## src/rtl/filter_cfg_pkg.sv

```systemverilog
package filter_cfg_pkg;

  // ==========================================================================
  // register map (byte addresses, one aligned word each)
  localparam logic [7:0]  ADDR_SETUP3_FILTER_CONFIG = 8'h00;
  localparam logic [7:0]  ADDR_FILTER_STATUS        = 8'h04;
  localparam logic [15:0] SETUP3_FILTER_CONFIG_RST  = 16'h0000;

  // ==========================================================================
  // field positions of setup3_filter_config
  localparam int DIRECT_MAP_BIT   = 15;
  localparam int POST_EN_BIT      = 11;
  localparam int POST_SEL_HI      = 10;
  localparam int POST_SEL_LO      = 8;
  localparam int ORDER_HI         = 6;
  localparam int ORDER_LO         = 5;
  localparam int RATE_HI          = 4;
  localparam int RATE_LO          = 0;
  localparam int DECIM_HI         = 14;
  // writable bits; reserved positions (14:12, 7) are held at zero
  localparam logic [15:0] CONFIG_WMASK = 16'h8F7F;

  // ==========================================================================
  // encodings
  localparam logic [4:0]  RATE_FASTEST    = 5'h00;
  localparam logic [1:0]  ORDER_SINC5_1   = 2'h0;
  localparam logic [1:0]  ORDER_SINC3     = 2'h3;
  localparam logic [2:0]  POST_SEL_27SPS  = 3'h2;
  localparam logic [2:0]  POST_SEL_25SPS  = 3'h3;
  localparam logic [5:0]  DIRECT_DIV_MULT = 6'h20;

  // ==========================================================================
  // AXI4-Lite response codes
  localparam logic [1:0]  RESP_OKAY   = 2'h0;
  localparam logic [1:0]  RESP_SLVERR = 2'h2;

  typedef enum {
    MODE_RATE_TABLE,
    MODE_DIRECT_DECIM
  } filter_mode_e;

  // decoded filter setup handed to the datapath
  typedef struct packed {
    logic        direct_map;
    logic [14:0] decim_value;
    logic [4:0]  rate_code;
    logic        sinc3_order;
    logic        post_active;
    logic [2:0]  post_select;
  } filter_setup_s;

endpackage : filter_cfg_pkg

```

## src/rtl/filter_config_setup3.sv

```systemverilog
`timescale 1ns/10ps

// Contract
// - rate code picks output rate for setup 3; code 00000 is 250 kSPS
// - direct map bit makes low fifteen bits the sinc3 decimation value; the write mask holds bits 14:12 and 7 at zero
// - while direct map is set, all other filter options are ignored
// - post filter applies only while its enable bit is one
// - post select 010 gives 27 SPS, 47 dB, 36.7 ms settling
// - post select 011 gives 25 SPS, 62 dB, 40 ms settling
// - filter order resets to sinc5 plus sinc1; other order is sinc3
// - filter order code 00 is sinc5 plus sinc1, reset value zero
module filter_config_setup3
  import filter_cfg_pkg::*;
(
  // clock and reset
  input  wire logic        aclk,
  input  wire logic        aresetn,
  // axi4-lite write address
  input  wire logic [7:0]  s_axi_awaddr,
  input  wire logic        s_axi_awvalid,
  output logic             s_axi_awready,
  // axi4-lite write data
  input  wire logic [31:0] s_axi_wdata,
  input  wire logic [3:0]  s_axi_wstrb,
  input  wire logic        s_axi_wvalid,
  output logic             s_axi_wready,
  // axi4-lite write response
  output logic [1:0]       s_axi_bresp,
  output logic             s_axi_bvalid,
  input  wire logic        s_axi_bready,
  // axi4-lite read address
  input  wire logic [7:0]  s_axi_araddr,
  input  wire logic        s_axi_arvalid,
  output logic             s_axi_arready,
  // axi4-lite read data
  output logic [31:0]      s_axi_rdata,
  output logic [1:0]       s_axi_rresp,
  output logic             s_axi_rvalid,
  input  wire logic        s_axi_rready,
  // decoded setup to the filter datapath
  output filter_setup_s    filter_setup,
  output logic [15:0]      config_word
);

  // ==========================================================================
  // storage
  logic [15:0]   config_q;
  logic [7:0]    awaddr_q;
  logic          aw_held_q;
  logic [31:0]   wdata_q;
  logic [3:0]    wstrb_q;
  logic          w_held_q;
  filter_setup_s setup_d;
  filter_setup_s setup_q;
  filter_mode_e  mode;
  logic          do_write;
  logic [15:0]   merged;
  logic          write_hit;

  // merge byte lanes of a write into a 16-bit register
  function automatic logic [15:0] lane_merge(input logic [15:0] old,
                                             input logic [31:0] data,
                                             input logic [3:0]  strb);
    logic [15:0] r;
    r = old;
    if (strb[0]) begin
      r[7:0] = data[7:0];
    end
    if (strb[1]) begin
      r[15:8] = data[15:8];
    end
    return r;
  endfunction : lane_merge

  // ==========================================================================
  // write channel: address and data taken in either order
  assign s_axi_awready = !aw_held_q && !s_axi_bvalid;
  assign s_axi_wready  = !w_held_q && !s_axi_bvalid;

  // hold the write address once accepted
  always_ff @(posedge aclk) begin
    if (!aresetn) begin
      aw_held_q <= 1'b0;
      awaddr_q  <= 8'h00;
    end else if (s_axi_awvalid && s_axi_awready) begin
      aw_held_q <= 1'b1;
      awaddr_q  <= s_axi_awaddr;
    end else if (do_write) begin
      aw_held_q <= 1'b0;
    end
  end

  // hold the write data once accepted
  always_ff @(posedge aclk) begin
    if (!aresetn) begin
      w_held_q <= 1'b0;
      wdata_q  <= 32'h0000_0000;
      wstrb_q  <= 4'h0;
    end else if (s_axi_wvalid && s_axi_wready) begin
      w_held_q <= 1'b1;
      wdata_q  <= s_axi_wdata;
      wstrb_q  <= s_axi_wstrb;
    end else if (do_write) begin
      w_held_q <= 1'b0;
    end
  end

  // the write commits one cycle after both halves are in
  assign do_write  = aw_held_q && w_held_q;
  assign write_hit = awaddr_q == ADDR_SETUP3_FILTER_CONFIG;
  assign merged    = lane_merge(config_q, wdata_q, wstrb_q);

  // config register; reserved bits forced low in case the host slips
  always_ff @(posedge aclk) begin
    if (!aresetn) begin
      config_q <= SETUP3_FILTER_CONFIG_RST;
    end else if (do_write && write_hit) begin
      config_q <= merged & CONFIG_WMASK;
    end
  end

  // write response; unmapped or read-only address answers slverr
  always_ff @(posedge aclk) begin
    if (!aresetn) begin
      s_axi_bvalid <= 1'b0;
      s_axi_bresp  <= RESP_OKAY;
    end else if (do_write) begin
      s_axi_bvalid <= 1'b1;
      s_axi_bresp  <= write_hit ? RESP_OKAY : RESP_SLVERR;
    end else if (s_axi_bready) begin
      s_axi_bvalid <= 1'b0;
    end
  end

  // ==========================================================================
  // read channel: answer one cycle after the address is taken
  assign s_axi_arready = !s_axi_rvalid;

  always_ff @(posedge aclk) begin
    if (!aresetn) begin
      s_axi_rvalid <= 1'b0;
      s_axi_rdata  <= 32'h0000_0000;
      s_axi_rresp  <= RESP_OKAY;
    end else if (s_axi_arvalid && s_axi_arready) begin
      s_axi_rvalid <= 1'b1;
      case (s_axi_araddr)
        ADDR_SETUP3_FILTER_CONFIG: begin
          s_axi_rdata <= {16'h0000, config_q};
          s_axi_rresp <= RESP_OKAY;
        end
        ADDR_FILTER_STATUS: begin
          s_axi_rdata <= {8'h00, setup_q.decim_value[7:0],
                          setup_q.post_active, setup_q.sinc3_order,
                          setup_q.direct_map, setup_q.rate_code,
                          setup_q.post_select, 5'h00};
          s_axi_rresp <= RESP_OKAY;
        end
        default: begin
          s_axi_rdata <= 32'h0000_0000;
          s_axi_rresp <= RESP_SLVERR;
        end
      endcase
    end else if (s_axi_rready) begin
      s_axi_rvalid <= 1'b0;
    end
  end

  // ==========================================================================
  // decode of the filter setup
  assign mode = config_q[DIRECT_MAP_BIT] ? MODE_DIRECT_DECIM
                                         : MODE_RATE_TABLE;

  // direct map overrides every table-based option
  always_comb begin
    setup_d = '0;
    case (mode)
      MODE_DIRECT_DECIM: begin
        setup_d.direct_map  = 1'b1;
        setup_d.decim_value = config_q[DECIM_HI:RATE_LO];
        setup_d.sinc3_order = 1'b1;
        setup_d.post_active = 1'b0;
        setup_d.rate_code   = RATE_FASTEST;
        setup_d.post_select = 3'h0;
      end
      MODE_RATE_TABLE: begin
        setup_d.rate_code   = config_q[RATE_HI:RATE_LO];
        // any order code other than 00 counts as sinc3
        setup_d.sinc3_order =
          config_q[ORDER_HI:ORDER_LO] != ORDER_SINC5_1;
        // post filter only while enabled; it needs sinc5+sinc1 to work
        setup_d.post_active = config_q[POST_EN_BIT] &&
          config_q[ORDER_HI:ORDER_LO] == ORDER_SINC5_1;
        // 010 is 27 SPS, 011 is 25 SPS; passed to the post filter
        setup_d.post_select = config_q[POST_SEL_HI:POST_SEL_LO];
      end
      default: begin
        setup_d = '0;
      end
    endcase
  end

  // registered so the datapath sees a glitch-free setup
  always_ff @(posedge aclk) begin
    if (!aresetn) begin
      setup_q <= '0;
    end else begin
      setup_q <= setup_d;
    end
  end

  assign filter_setup = setup_q;
  assign config_word  = config_q;

endmodule : filter_config_setup3

```

## config.mk

```make
export PLATFORM = sky130hd
export DESIGN_NAME = filter_config_setup3
export DESIGN_NICKNAME = d
export VERILOG_FILES = /design/src/rtl/filter_cfg_pkg.sv /design/src/rtl/filter_config_setup3.sv
export SDC_FILE = /design/constraint.sdc
export NUM_CORES = 1
export LEC_CHECK = 0
export BUFFER_PORTS_ARGS = -buffer_cell sky130_fd_sc_hd__buf_4
export CAP_MARGIN = 20
export CELL_PAD_IN_SITES_DETAIL_PLACEMENT = 0
export CELL_PAD_IN_SITES_GLOBAL_PLACEMENT = 1
export CORE_UTILIZATION = 30
export CTS_BUF_LIST = sky130_fd_sc_hd__clkbuf_2 sky130_fd_sc_hd__clkbuf_4 sky130_fd_sc_hd__clkbuf_8
export CTS_CLUSTER_SIZE = 12
export DETAILED_ROUTE_END_ITERATION = 12
export PLACE_DENSITY_LB_ADDON = 0.08
export SYNTH_ARGS = -nofsm -noshare
export SYNTH_HDL_FRONTEND = slang
export SYNTH_SLANG_ARGS = --single-unit
export TNS_END_PERCENT = 5
```

## constraint.sdc

```tcl
create_clock -name aclk -period 3.45 [get_ports aclk]
set_input_delay 0.345 -clock aclk [delete_from_list [all_inputs] [get_ports aclk]]
set_output_delay 0.345 -clock aclk [all_outputs]
set_load 0.03 [all_outputs]
```

; ---- Word-level counts from Yosys, hierarchy flattened
; Cells that the tools add are included.
[classes]
n_eq_ne = 2
muxes = 13
reduce_logical = 25
[ops]
columns = operator, count
row1 = $pmux 23 s2, 1
row2 = $logic_not 32->1, 1
row3 = $pmux 10 s2, 1
row4 = $logic_not 8->1, 2
row5 = $mux 16, 1
row6 = $reduce_bool 2->1, 5
row7 = $eq 8x3->1 const B, 1
row8 = $logic_and 1x1->1, 8
row9 = $mux 1, 8
row10 = $reduce_and 2->1, 3
row11 = $logic_not 1->1, 4
row12 = $mux 2, 2
row13 = $logic_not 2->1, 1
row14 = $reduce_or 2->1, 1
row15 = $eq 1x1->1 const B, 1
[totals]
register_bits = 100
inputBits = 59
output_inout_bits = 83
elab_cells = 58

; ---- Depth between registers and ports, before layout
; Gate-level depths: netlist (run 1).
[logic_depth]
word_depth = 4
depth_mapped = 5
mapped_depth_nobuf = 3

; ---- Worst setup path before layout (run 1)
; Ideal clock, no wire load.
[synth_path]
kind = flip-flop to flip-flop
startpoint = reg s_axi_bvalid
endpoint = reg wdata_q[10]
setup_time_ns = 0.116
arrival_ns = 1.214
required_ns = 3.334
setup_slack_ns = 2.120
path_stages_with_launch = 6
path_buffers = 2
period_less_slack_ns = 1.330
path_cell_list = dfxtp_1 or3b_1 buf_2 buf_6 nand2_1 a21boi_1
[synth_between]
elab_chain_len = 3
[synth_rtl]
columns = element, line
row1 = start: declaration, filter_config_setup3.sv:29  ; output logic s_axi_bvalid,
row2 = start signal: assignment, filter_config_setup3.sv:125  ; s_axi_bvalid <= 1'b0;
row3 = start signal: assignment, filter_config_setup3.sv:128  ; s_axi_bvalid <= 1'b1;
row4 = start signal: assignment, filter_config_setup3.sv:131  ; s_axi_bvalid <= 1'b0;
row5 = $logic_not 1->1, filter_config_setup3.sv:78  ; assign s_axi_wready = !w_held_q && !s_axi_bvalid;
row6 = $logic_and 1x1->1, filter_config_setup3.sv:78
row7 = $logic_and 1x1->1, filter_config_setup3.sv:99  ; end else if (s_axi_wvalid && s_axi_wready) begin
row8 = end signal: assignment, filter_config_setup3.sv:101  ; wdata_q <= s_axi_wdata;
row9 = end: declaration, filter_config_setup3.sv:50  ; logic [31:0] wdata_q;
; Every way passes these cells.
; A chain may end at the register's enable or synchronous reset.

; ---- Final worst setup path (run 1)
[layout_path]
startpoint = reg config_q[15] (netlist: config_word[15])
endpoint = out config_word[15]
[layout_rtl]
columns = element, line
row1 = start: declaration, filter_config_setup3.sv:47  ; logic [15:0] config_q;
row2 = start signal: assignment, filter_config_setup3.sv:118  ; config_q <= merged & CONFIG_WMASK;
row3 = end: declaration, filter_config_setup3.sv:42  ; output logic [15:0] config_word
; No word-level cell between the ends.

==> summary.md, run 1 <==
| Metric | Value |
|---|---|
| Outcome | finished, final reports clean |
| H-tree Lvls | 3 |
| Placed cell count | around 560 |
| Final setup vio count | 0 |
| Bufs and invs on worst path | 1 |
| Post-synthesis mux area share | 0.0825 |
| Crit path launch | config_word[15]$_SDFFE_PN0P_ |
| Routed Antenna Nets | 0 |
| Worst-path clk slew | ~0.08 ns |
| Vias | 2506 |
| CP top delay family | flip-flops |
| Routed len/inst | 13.5 µm |
| Worst-Skew Late Latency | 0.35 ns |
| CTS resizes | 0 |
| Fin crit share | 0.477 |
| Crit-path max FO | 16 |
| Xor/xnor cell area share of the yosys netlist | 0 |
| Vias/cell | about 4.4 |
| Distinct cells, synth | 32 |
| Synth top cells by count | 85 x dfxtp_1, 64 x nand2_1, 27 x mux2i_1, 23 x nand3_1 |
| CTS tree | yes |
| Largest net degree at the start of global routing | a little under 90 |
| Worst Max-Slew Pin Slew | 0.956 ns |
| Non-Filler Instances | 573 |
| Max-cap violations | 0 |
| Pins Over Slew Limit | 0 |
| Main combinational cell family by area after synthesis | simple AND/OR/NAND/NOR gates |
| Setup TNS | 0 ns |
| Crit. End Element | output pin |
| Mapped Area | 3280 µm² |
| Width of the die | 107 µm |
| Nets | 491 |
| Cts hold-fix bufs | 0 |
| First-pass GRT wire length | between 10000 and 15000 µm |
| Iter 0 DRT Violations | 99 |
| Crit path DAT | 1.30 ns |
| CP Depth | 1 |
| Yosys reg bits | 85 |
| Max-slew headroom | 0.362 |
| GPL Wtd Cong | between 0.7 and 0.8 |
| Final hold violation count | 0 |
| GRT Total Usage | 0.140 |
| Post-synthesis cell count | 343 |
| Req. time, crit path | approximately 3.1 ns |
| Crit path cell chain | buf_4 |
| Synth Area in Simple Gates | 0.228 |
| Largest stage delay, worst path | 0.68 ns |
| Number of global-route vias before repair | about 2400 |
| Post-DP HPWL | 5270 µm |
| Die Ht | around 110 µm |
| WS Path Type | reg -> out |
| CTS Sinks | 85 |
| Worst R2R Start | s_axi_rvalid$_SDFFE_PN0P_ |
| Crit-path slowest cell | dfxtp_1 |
| Sequential-to-total area share from yosys stat | 0.519 |
| Cell with the most instances after synthesis | dfxtp_1 |
| Syn Area/Cell | ~9.6 µm² |
| Synth Area in Compound Gates | 0.0878 |
| Port Buffers | 100 |
| Ports | about 140 |
| Synth top area cells | dfxtp_1 52%, mux2i_1 8.2%, nand2_1 7.3% |
| Top_reg_cell synth | dfxtp_1 |
| Longest Clk Path Bufs | 2 |
| Async set-reset flop share out of synthesis | 0 |
| Crit path launch type | register |
| # rows | 37 |
| Synth area leader | dfxtp_1 |
| Num CTS Buffers | 9 |
| RSZ-0062 raised after global routing | false |
| Worst clock skew | 0.00865 ns |
| Clk Tree Root Cell | clkbuf_8 |
| Hold Crit Start | s_axi_wdata[9] |
| WHS Path Cells | 3 |
| Final min period | 1.64 ns |
| Drt total wl | 7730 µm |
| R2R depth | 3 |
| Post-route DRC | 0 |
| Share of post-route cells with drive strength above 1 | 0.286 |
| Synth-to-layout area growth | 29.2% |
| Maximum VDD drop | 0.170 mV |
| Total gr overflow | 0 |
| Inserted Diodes | 0 |
| Top-area cell type share of the netlist area | 0.519 |
| Post-synth EDFFs | 0 |
| Core area | 10500 µm² |
| P_leak | 1.85 nW |
| Fmax | roughly 600 MHz |
| Worst Hold Class | in -> reg |
| Post-CTS Setup Repair Bufs | 0 |
| Full die area | about 11000 µm² |
| Yosys warns | 0 |
| Initial Util | 0.313 |
| Synth Area in Adders | 0 |
| Pwr Density | 458 nW/µm² |
| Filler cells | 1087 |
| Router iterations before antenna repair | 5 |
| Initial antenna violation count | 0 |
==> worst paths after layout <==
kind                                                    end  slack [ns]
worst min-delay path                wdata_q[9]$_SDFFE_PN0P_        0.24
worst min register to register     wdata_q[11]$_SDFFE_PN0P_        0.46
worst max-delay path                        config_word[15]        1.81
worst max register to register  s_axi_rdata[1]$_SDFFE_PN0P_        1.87
==> cell usage in the layout, fill, tap and decap left out, types with 2 or more instances in the layout <==
master / n
a21boi_0: 4
nand2b_1: 7
mux2i_1: 27
nor4_4: 3
o21ai_0: 5
and3_1: 12
nor2b_1: 12
and2_1: 9
nand4_2: 2
conb_1: 19
clkinvlp_4: 2
a31oi_1: 2
clkbuf_8: 11
nor2_1: 3
nand2_1: 64
o21ai_1: 20
a21boi_1: 10
o21a_1: 2
buf_4: 102
dfxtp_1: 85
inv_1: 2
nand3_1: 23
==> state kept, by name, summed over array words and instances, names as in the netlist, 2 cells and up <==
register and cells:
filter_setup 22, wdata_q 12, wstrb_q 2, config_word 12, s_axi_rdata 23, awaddr_q 8
==> cell type report <==
cell class                      instances  area, µm²  area share
Clock inverter                          5       58.8      0.0139
Multi-Input combinational cell        232       1380       0.325
Inverter                                2       7.51     0.00177
Tap cell                              136        170      0.0402
Clock buffer                           11        151      0.0358
Sequential cell                        85       1700       0.402
Timing Repair Buffer                  102        766       0.181
==> logic make-up (layout without fill, tap and decap cells) <==
kind of cell,count (synthesis),after routing
multiplexers,27,27
buffers and inverters,44,120
AND/OR/NAND/NOR,140,140
flip-flops,85,85
AO/OA/AOI/OAI,46,46
other,1,19
==> per-layer routing <==
metal  vias to the layer above  part of all wire  track usage
met5                         -                 0            0
met3                        13             0.044       0.0282
li1                       1288                 -            -
met1                      1129              0.48        0.184
met4                         0             0.016       0.0587
met2                        76              0.45        0.223
==> through the flow <==
step           setup WS, ns  area, µm²  total power, W   util  hold slack [ns]
5_1_grt                1.64       4230         0.00203  0.405            0.231
4_1_cts                1.78       4230         0.00196  0.405            0.222
3_5_place_dp           1.65       4020         0.00123  0.384            0.448
2_1_floorplan          2.12       3340         0.00119      -            0.435
6_report               1.81       4230         0.00194  0.405            0.238
3_3_place_gp           1.66       4020         0.00123  0.384            0.445
==> power breakdown <==
part	internal, W	leakage [nW]	switching (W)
Combinational	0.0000737	1.06	0.000114
Clock	0.000374	0.102	0.000354
Sequential	0.00100	0.689	0.0000182
Total	0.00145	1.85	0.000486
(Power assumes the default switching activity.)
==> inputs of run 2 (changes only) <==
==> constraint.sdc (replaced) <==
create_clock -name aclk -period 1.6 [get_ports aclk]
set_input_delay 0.16 -clock aclk [delete_from_list [all_inputs] [get_ports aclk]]
set_output_delay 0.16 -clock aclk [all_outputs]
set_load 0.03 [all_outputs]
==> run 2 against run 1 <==
Effect of this change: register-to-register slack worse by 1.6 ns; sequential power is 120% higher; non-clock buffer count is 8 higher; routed wire length is 2.4% higher; global-route usage is 0.51 points higher; clock power is 110% higher; final area is 1.2% higher; clock-buffer cell count is 1 higher; final cell count is 1.4% higher; critical endpoint is now wdata_q[1]$_SDFFE_PN0P_.
==> summary.md, run 2 (synthesized netlist as in run 1, its figures left out) <==
| Metric | Value |
|---|---|
| Outcome | finished, final reports clean (unchanged) |
| Post-DP HPWL | 5610 µm (was 5270 µm) |
| Post-route DRC | 0 (unchanged) |
| CTS resizes | 0 (unchanged) |
| Clk Tree Root Cell | clkbuf_8 (unchanged) |
| Ports | 142 (unchanged) |
| Longest Clk Path Bufs | 2 (unchanged) |
| Routed len/inst | 13.6 µm (was 13.5 µm) |
| Req. time, crit path | 1.83 ns (was 3.11 ns) |
| Inserted Diodes | 0 (unchanged) |
| Iter 0 DRT Violations | 54 (was 99) |
| Final worst slack | 0.232 ns (was 1.81 ns) |
| Max-slew headroom | 0.593 (was 0.362) |
| Cts hold-fix bufs | 0 (unchanged) |
| Port Buffers | 100 (unchanged) |
| Share of post-route cells with drive strength above 1 | 0.299 (was 0.286) |
| Crit path DAT | 1.60 ns (was 1.30 ns) |
| Top reg by flops | s_axi_rdata (unchanged) |
| Crit. End Element | register (was output pin) |
| Initial antenna violation count | 0 (unchanged) |
| Crit path launch type | register (unchanged) |
| Core area | 10500 µm² (unchanged) |
| M1 WL | 3740 µm (about the same) |
| WS Path Type | reg -> reg (was reg -> out) |
| P_leak | 1.89 nW (was 1.85 nW) |
| Final hold violation count | 0 (unchanged) |
| Post-CTS Setup Repair Bufs | 0 (unchanged) |
| Initial Util | 0.313 (unchanged) |
| Highest Signal Layer | met4 (unchanged) |
| Pwr Density | 967 nW/µm² (was 458 nW/µm²) |
| CTS tree | yes (unchanged) |
| Nets | 499 (was 491) |
| Largest net degree at the start of global routing | 25 (was 88) |
| Num CTS Buffers | 9 (unchanged) |
| Die Ht | 107 µm (unchanged) |
| Placed cell count | 565 (was 557) |
| Commonest non-fill, non-tap cell in the layout | buf_4 (unchanged) |
| Synth-to-layout area growth | 30.7% (was 29.2%) |
| Crit-path max FO | 15 (was 16) |
| Worst clock skew | 0.00657 ns (was 0.00865 ns) |
| Max-cap violations | 0 (unchanged) |
| GPL Wtd Cong | 0.715 (was 0.701) |
| Number of global-route vias before repair | 2353 (was 2363) |
| GRT Total Usage | 0.145 (was 0.140) |
| Met2 Routed Length | 3630 µm (was 3520 µm) |
| Width of the die | 107 µm (unchanged) |
| Register-to-register setup slack | 0.23 ns (was 1.87 ns) |
| Maximum VDD drop | 0.401 mV (was 0.170 mV) |
| Setup TNS | 0 ns (unchanged) |
| Most frequent cells in the layout | 110 x buf_4, 85 x dfxtp_1, 64 x nand2_1 (was 102 x buf_4, 85 x dfxtp_1, 64 x nand2_1) |
| Pre-CTS setup slack | 0.218 ns (was 1.65 ns) |
| Final setup vio count | 0 (unchanged) |
| Max reg flops | 23 (unchanged) |
| Met3 routed WL | 377 µm (was 341 µm) |
| Total gr overflow | 0 (unchanged) |
| Worst-Skew Late Latency | 0.35 ns (about the same) |
| Routed Antenna Nets | 0 (unchanged) |
| Vias | 2532 (was 2506) |
| Worst-path clk slew | 0.08 ns (about the same) |
| Pins Over Slew Limit | 0 (unchanged) |
| First-pass GRT wire length | 12500 µm (was 12300 µm) |
| Full die area | 11300 µm² (unchanged) |
| H-tree Lvls | 3 (unchanged) |
| Post-layout util | 0.409 (was 0.405) |
| # rows | 37 (unchanged) |
| CTS Sinks | 85 (unchanged) |
| RSZ-0062 raised after global routing | false (unchanged) |
| Fin crit share | 0.855 |
| Router iterations before antenna repair | 4 (was 5) |
| Non-Filler Instances | 581 (was 573) |
| Final min period | 1.37 ns |
| Worst Hold Class | in -> reg (unchanged) |
| Drt total wl | 7920 µm (was 7730 µm) |
| Fmax | 731 MHz |
| Worst Max-Slew Pin Slew | 0.609 ns (was 0.956 ns) |
| Vias/cell | 4.36 (was 4.37) |
run 2: cell types whose count changed in the layout (fill, tap and decap cells not counted), sizes merged:
cell / change
buf: +8
clkinvlp: -1
clkbuf: +1
run 2: final timing paths:
check,start,to,cells after the start
worst max-delay path,s_axi_bvalid$_SDFFE_PN0P_,wdata_q[1]$_SDFFE_PN0P_,3
worst min-delay path,s_axi_arvalid,s_axi_rvalid$_SDFFE_PN0P_,2
worst max register to register,s_axi_bvalid$_SDFFE_PN0P_,wdata_q[1]$_SDFFE_PN0P_,3
worst min register to register,s_axi_rdata[12]$_SDFFE_PN0P_,s_axi_rdata[12]$_SDFFE_PN0P_,2
run 2: cell type report:
type                       count  area (µm²)
inverter                       2        7.51
sequential                    85        1700
clock buffer                  12         153
tap                          136         170
fill                        1113        6180
clock inverter                 4        47.5
timing repair buffer         110         826
multi-input combinational    232        1380
run 2: per-layer routing:
| metal | global-route usage | vias to the layer above |
|---|---|---|
| li1 | - | 1303 |
| met3 | 0.0405 | 13 |
| met1 | 0.188 | 1146 |
| met2 | 0.223 | 70 |
| met4 | 0.0665 | 0 |
| met5 | 0 | - |
run 2: worst max-delay path, cell delays in order (launching register included):
cell	delay [ns]
dfxtp_1	0.39
or3b_1	0.64
nand2_1	0.14
a21boi_0	0.08
run 2: metrics by stage:
step	total power [W]	area, µm²	hold WS (ns)
final	0.00414	4280	0.0539
after global routing	0.00438	4280	0.0310
after CTS	0.00422	4280	0.0424
after detailed placement	0.00268	4080	0.409
after global placement	0.00267	4080	0.403
after floorplan	0.00256	3340	0.295
run 2: power by group:
group	internal (W)	switching [W]	total (W)
combinational	0.000169	0.000246	0.000414
sequential	0.00216	0.0000406	0.00220
clock	0.000795	0.000731	0.00153
==> inputs of run 3 (changes only) <==
--- a/config.mk
+++ b/config.mk
@@ -9,6 +9,7 @@
 export CAP_MARGIN = 20
 export CELL_PAD_IN_SITES_DETAIL_PLACEMENT = 0
 export CELL_PAD_IN_SITES_GLOBAL_PLACEMENT = 1
+export CORE_MARGIN = 10
 export CORE_UTILIZATION = 30
 export CTS_BUF_LIST = sky130_fd_sc_hd__clkbuf_2 sky130_fd_sc_hd__clkbuf_4 sky130_fd_sc_hd__clkbuf_8
 export CTS_CLUSTER_SIZE = 12
@@ -17,4 +18,3 @@
 export SYNTH_ARGS = -nofsm -noshare
 export SYNTH_HDL_FRONTEND = slang
 export SYNTH_SLANG_ARGS = --single-unit
-export TNS_END_PERCENT = 5
==> run 3 against run 2 <==
Effect of this change: combinational power about the same; register-to-register slack lost 0.04 ns; via count is 1.3% lower; non-clock buffer count down 2; sequential power hardly changed; sequential cell count unchanged; worst hold slack worse by 0.0016 ns; largest cell class unchanged.
==> summary.md, run 3 (synthesized netlist as in run 1, its figures left out) <==
| Metric | Value |
|---|---|
| Filler cells | 1129 (was 1113) |
| Routed Antenna Nets | 0 (unchanged) |
| H-tree Lvls | 3 (unchanged) |
| Die Ht | 125 µm (was 107 µm) |
| Post-DP HPWL | 6530 µm (was 5610 µm) |
| Commonest non-fill, non-tap cell in the layout | buf_4 (unchanged) |
| Port Buffers | 100 (unchanged) |
| Initial antenna violation count | 0 (unchanged) |
| FF+latch area | 1700 µm² (unchanged) |
| Final min period | 1.41 ns (was 1.37 ns) |
| RSZ-0062 raised after global routing | false (unchanged) |
| Overall power | 0.00442 W (was 0.00414 W) |
| Clk Tree Root Cell | clkbuf_8 (unchanged) |
| Pwr Density | 1030 nW/µm² (was 967 nW/µm²) |
| Top reg by flops | s_axi_rdata (unchanged) |
| CTS Sinks | 85 (unchanged) |
| Crit path launch type | register (unchanged) |
| Max reg flops | 23 (unchanged) |
| Ports | 142 (unchanged) |
| Vias | 2500 (was 2532) |
| Total gr overflow | 0 (unchanged) |
| Drt total wl | 8870 µm (was 7920 µm) |
| First-pass GRT wire length | 14300 µm (was 12500 µm) |
| Fin crit share | 0.879 (was 0.855) |
| Worst Hold Class | in -> reg (unchanged) |
| # rows | 38 (was 37) |
| Width of the die | 125 µm (was 107 µm) |
| Num CTS Buffers | 9 (unchanged) |
| Worst Max-Slew Pin Slew | 0.554 ns (was 0.609 ns) |
| Max-cap violations | 0 (unchanged) |
| Synth-to-layout area growth | 31.5% (was 30.7%) |
| Full die area | 15500 µm² (was 11300 µm²) |
| Outcome | finished, final reports clean (unchanged) |
| GPL Wtd Cong | 0.756 (was 0.715) |
| Crit. End Element | register (unchanged) |
| Worst-Skew Late Latency | 0.35 ns (about the same) |
| Cts hold-fix bufs | 0 (unchanged) |
| CTS tree | yes (unchanged) |
| Worst clock skew | 0.0120 ns (was 0.00657 ns) |
| GRT Total Usage | 0.111 (was 0.145) |
| Post-layout instance area | 4310 µm² (was 4280 µm²) |
| Fmax | 711 MHz (was 731 MHz) |
| P_leak | 1.90 nW (was 1.89 nW) |
| Setup TNS | 0 ns (unchanged) |
| Largest net degree at the start of global routing | 52 (was 25) |
| Sw frac | 0.232 (was 0.245) |
| Number of global-route vias before repair | 2615 (was 2353) |
| Routed len/inst | 15.2 µm (was 13.6 µm) |
| Max-slew headroom | 0.630 (was 0.593) |
| Worst-path clk slew | 0.09 ns (was 0.08 ns) |
| Crit path DAT | 1.67 ns (was 1.60 ns) |
| Core area | 10700 µm² (was 10500 µm²) |
| CTS resizes | 0 (unchanged) |
| Maximum VDD drop | 0.456 mV (was 0.401 mV) |
| Final hold violation count | 0 (unchanged) |
| Placed instance area | 4070 µm² (was 4080 µm²) |
| Post-CTS Setup Repair Bufs | 0 (unchanged) |
| Share of post-route cells with drive strength above 1 | 0.294 (was 0.299) |
| Req. time, crit path | 1.87 ns (was 1.83 ns) |
| Crit-path max FO | 7 (was 15) |
| Power share of the sequential group | 0.498 (was 0.532) |
| Int Pwr | 0.00339 W (was 0.00313 W) |
| Gate power share | 0.094 (was 0.100) |
| Initial Util | 0.305 (was 0.313) |
| Post-route DRC | 0 (unchanged) |
| WS Path Type | reg -> reg (unchanged) |
| Psw | 0.00103 W (was 0.00102 W) |
| Inserted Diodes | 0 (unchanged) |
| Longest Clk Path Bufs | 2 (unchanged) |
| Iter 0 DRT Violations | 132 (was 54) |
| Final setup vio count | 0 (unchanged) |
| Vias/cell | 4.30 (was 4.36) |
| Most frequent cells in the layout | 108 x buf_4, 85 x dfxtp_1, 64 x nand2_1 (was 110 x buf_4, 85 x dfxtp_1, 64 x nand2_1) |
| Clock power share | 0.408 (was 0.368) |
| Area of the multi-input gates | 1380 µm² (unchanged) |
| Pins Over Slew Limit | 0 (unchanged) |
| Router iterations before antenna repair | 4 (unchanged) |
| Nets | 497 (was 499) |
run 3: per-stage QoR:
step                instances  setup WS, ns  utilization  hold WS [ns]
detailed placement        567         0.192        0.379         0.416
global placement          567         0.229        0.379         0.401
floorplan                 361         0.270            -         0.295
CTS                       582         0.170        0.401        0.0421
finish                    582         0.193        0.401        0.0523
global route              582        0.0884        0.401        0.0592
run 3: layout make-up:
class | count | area share
Sequential cell | 85 | 0.395
Timing Repair Buffer | 108 | 0.188
Tap cell | 140 | 0.0407
Inverter | 2 | 0.00174
Multi-Input combinational cell | 232 | 0.320
Clock inverter | 4 | 0.0226
Clock buffer | 11 | 0.0322
run 3: power groups by stage:
stage,clock network [W],registers [W],logic [W]
global placement,0,0.00225,0.000419
finish,0.00180,0.00220,0.000416
CTS,0.00186,0.00220,0.000423
detailed placement,0,0.00225,0.000423
global route,0.00193,0.00221,0.000459
floorplan,0,0.00226,0.000305
run 3: routing by layer:
layer / vias to the layer above / global-route usage / wire (µm)
li1: 1294 / - / -
met4: 0 / 0.0432 / 115
met2: 66 / 0.181 / 4290
met1: 1131 / 0.137 / 4100
met5: - / 0 / 0
met3: 9 / 0.0281 / 366
run 3: critical path: stages (launching register included):
cell and delay (ns):
dfxtp_1 0.34, nor4_4 0.39, and4_1 0.24, buf_4 0.18, mux2i_1 0.19
run 3: path summary, 6_finish.rpt:
check	from	endpoint	slack [ns]	depth (start not counted)
worst max-delay path	awaddr_q[3]$_SDFFE_PN0P_	config_word[6]$_SDFFE_PN0P_	0.19	4
worst min-delay path	s_axi_wdata[10]	wdata_q[10]$_SDFFE_PN0P_	0.05	3
worst min register to register	s_axi_rdata[19]$_SDFFE_PN0P_	s_axi_rdata[19]$_SDFFE_PN0P_	0.46	2
worst max register to register	awaddr_q[3]$_SDFFE_PN0P_	config_word[6]$_SDFFE_PN0P_	0.19	4
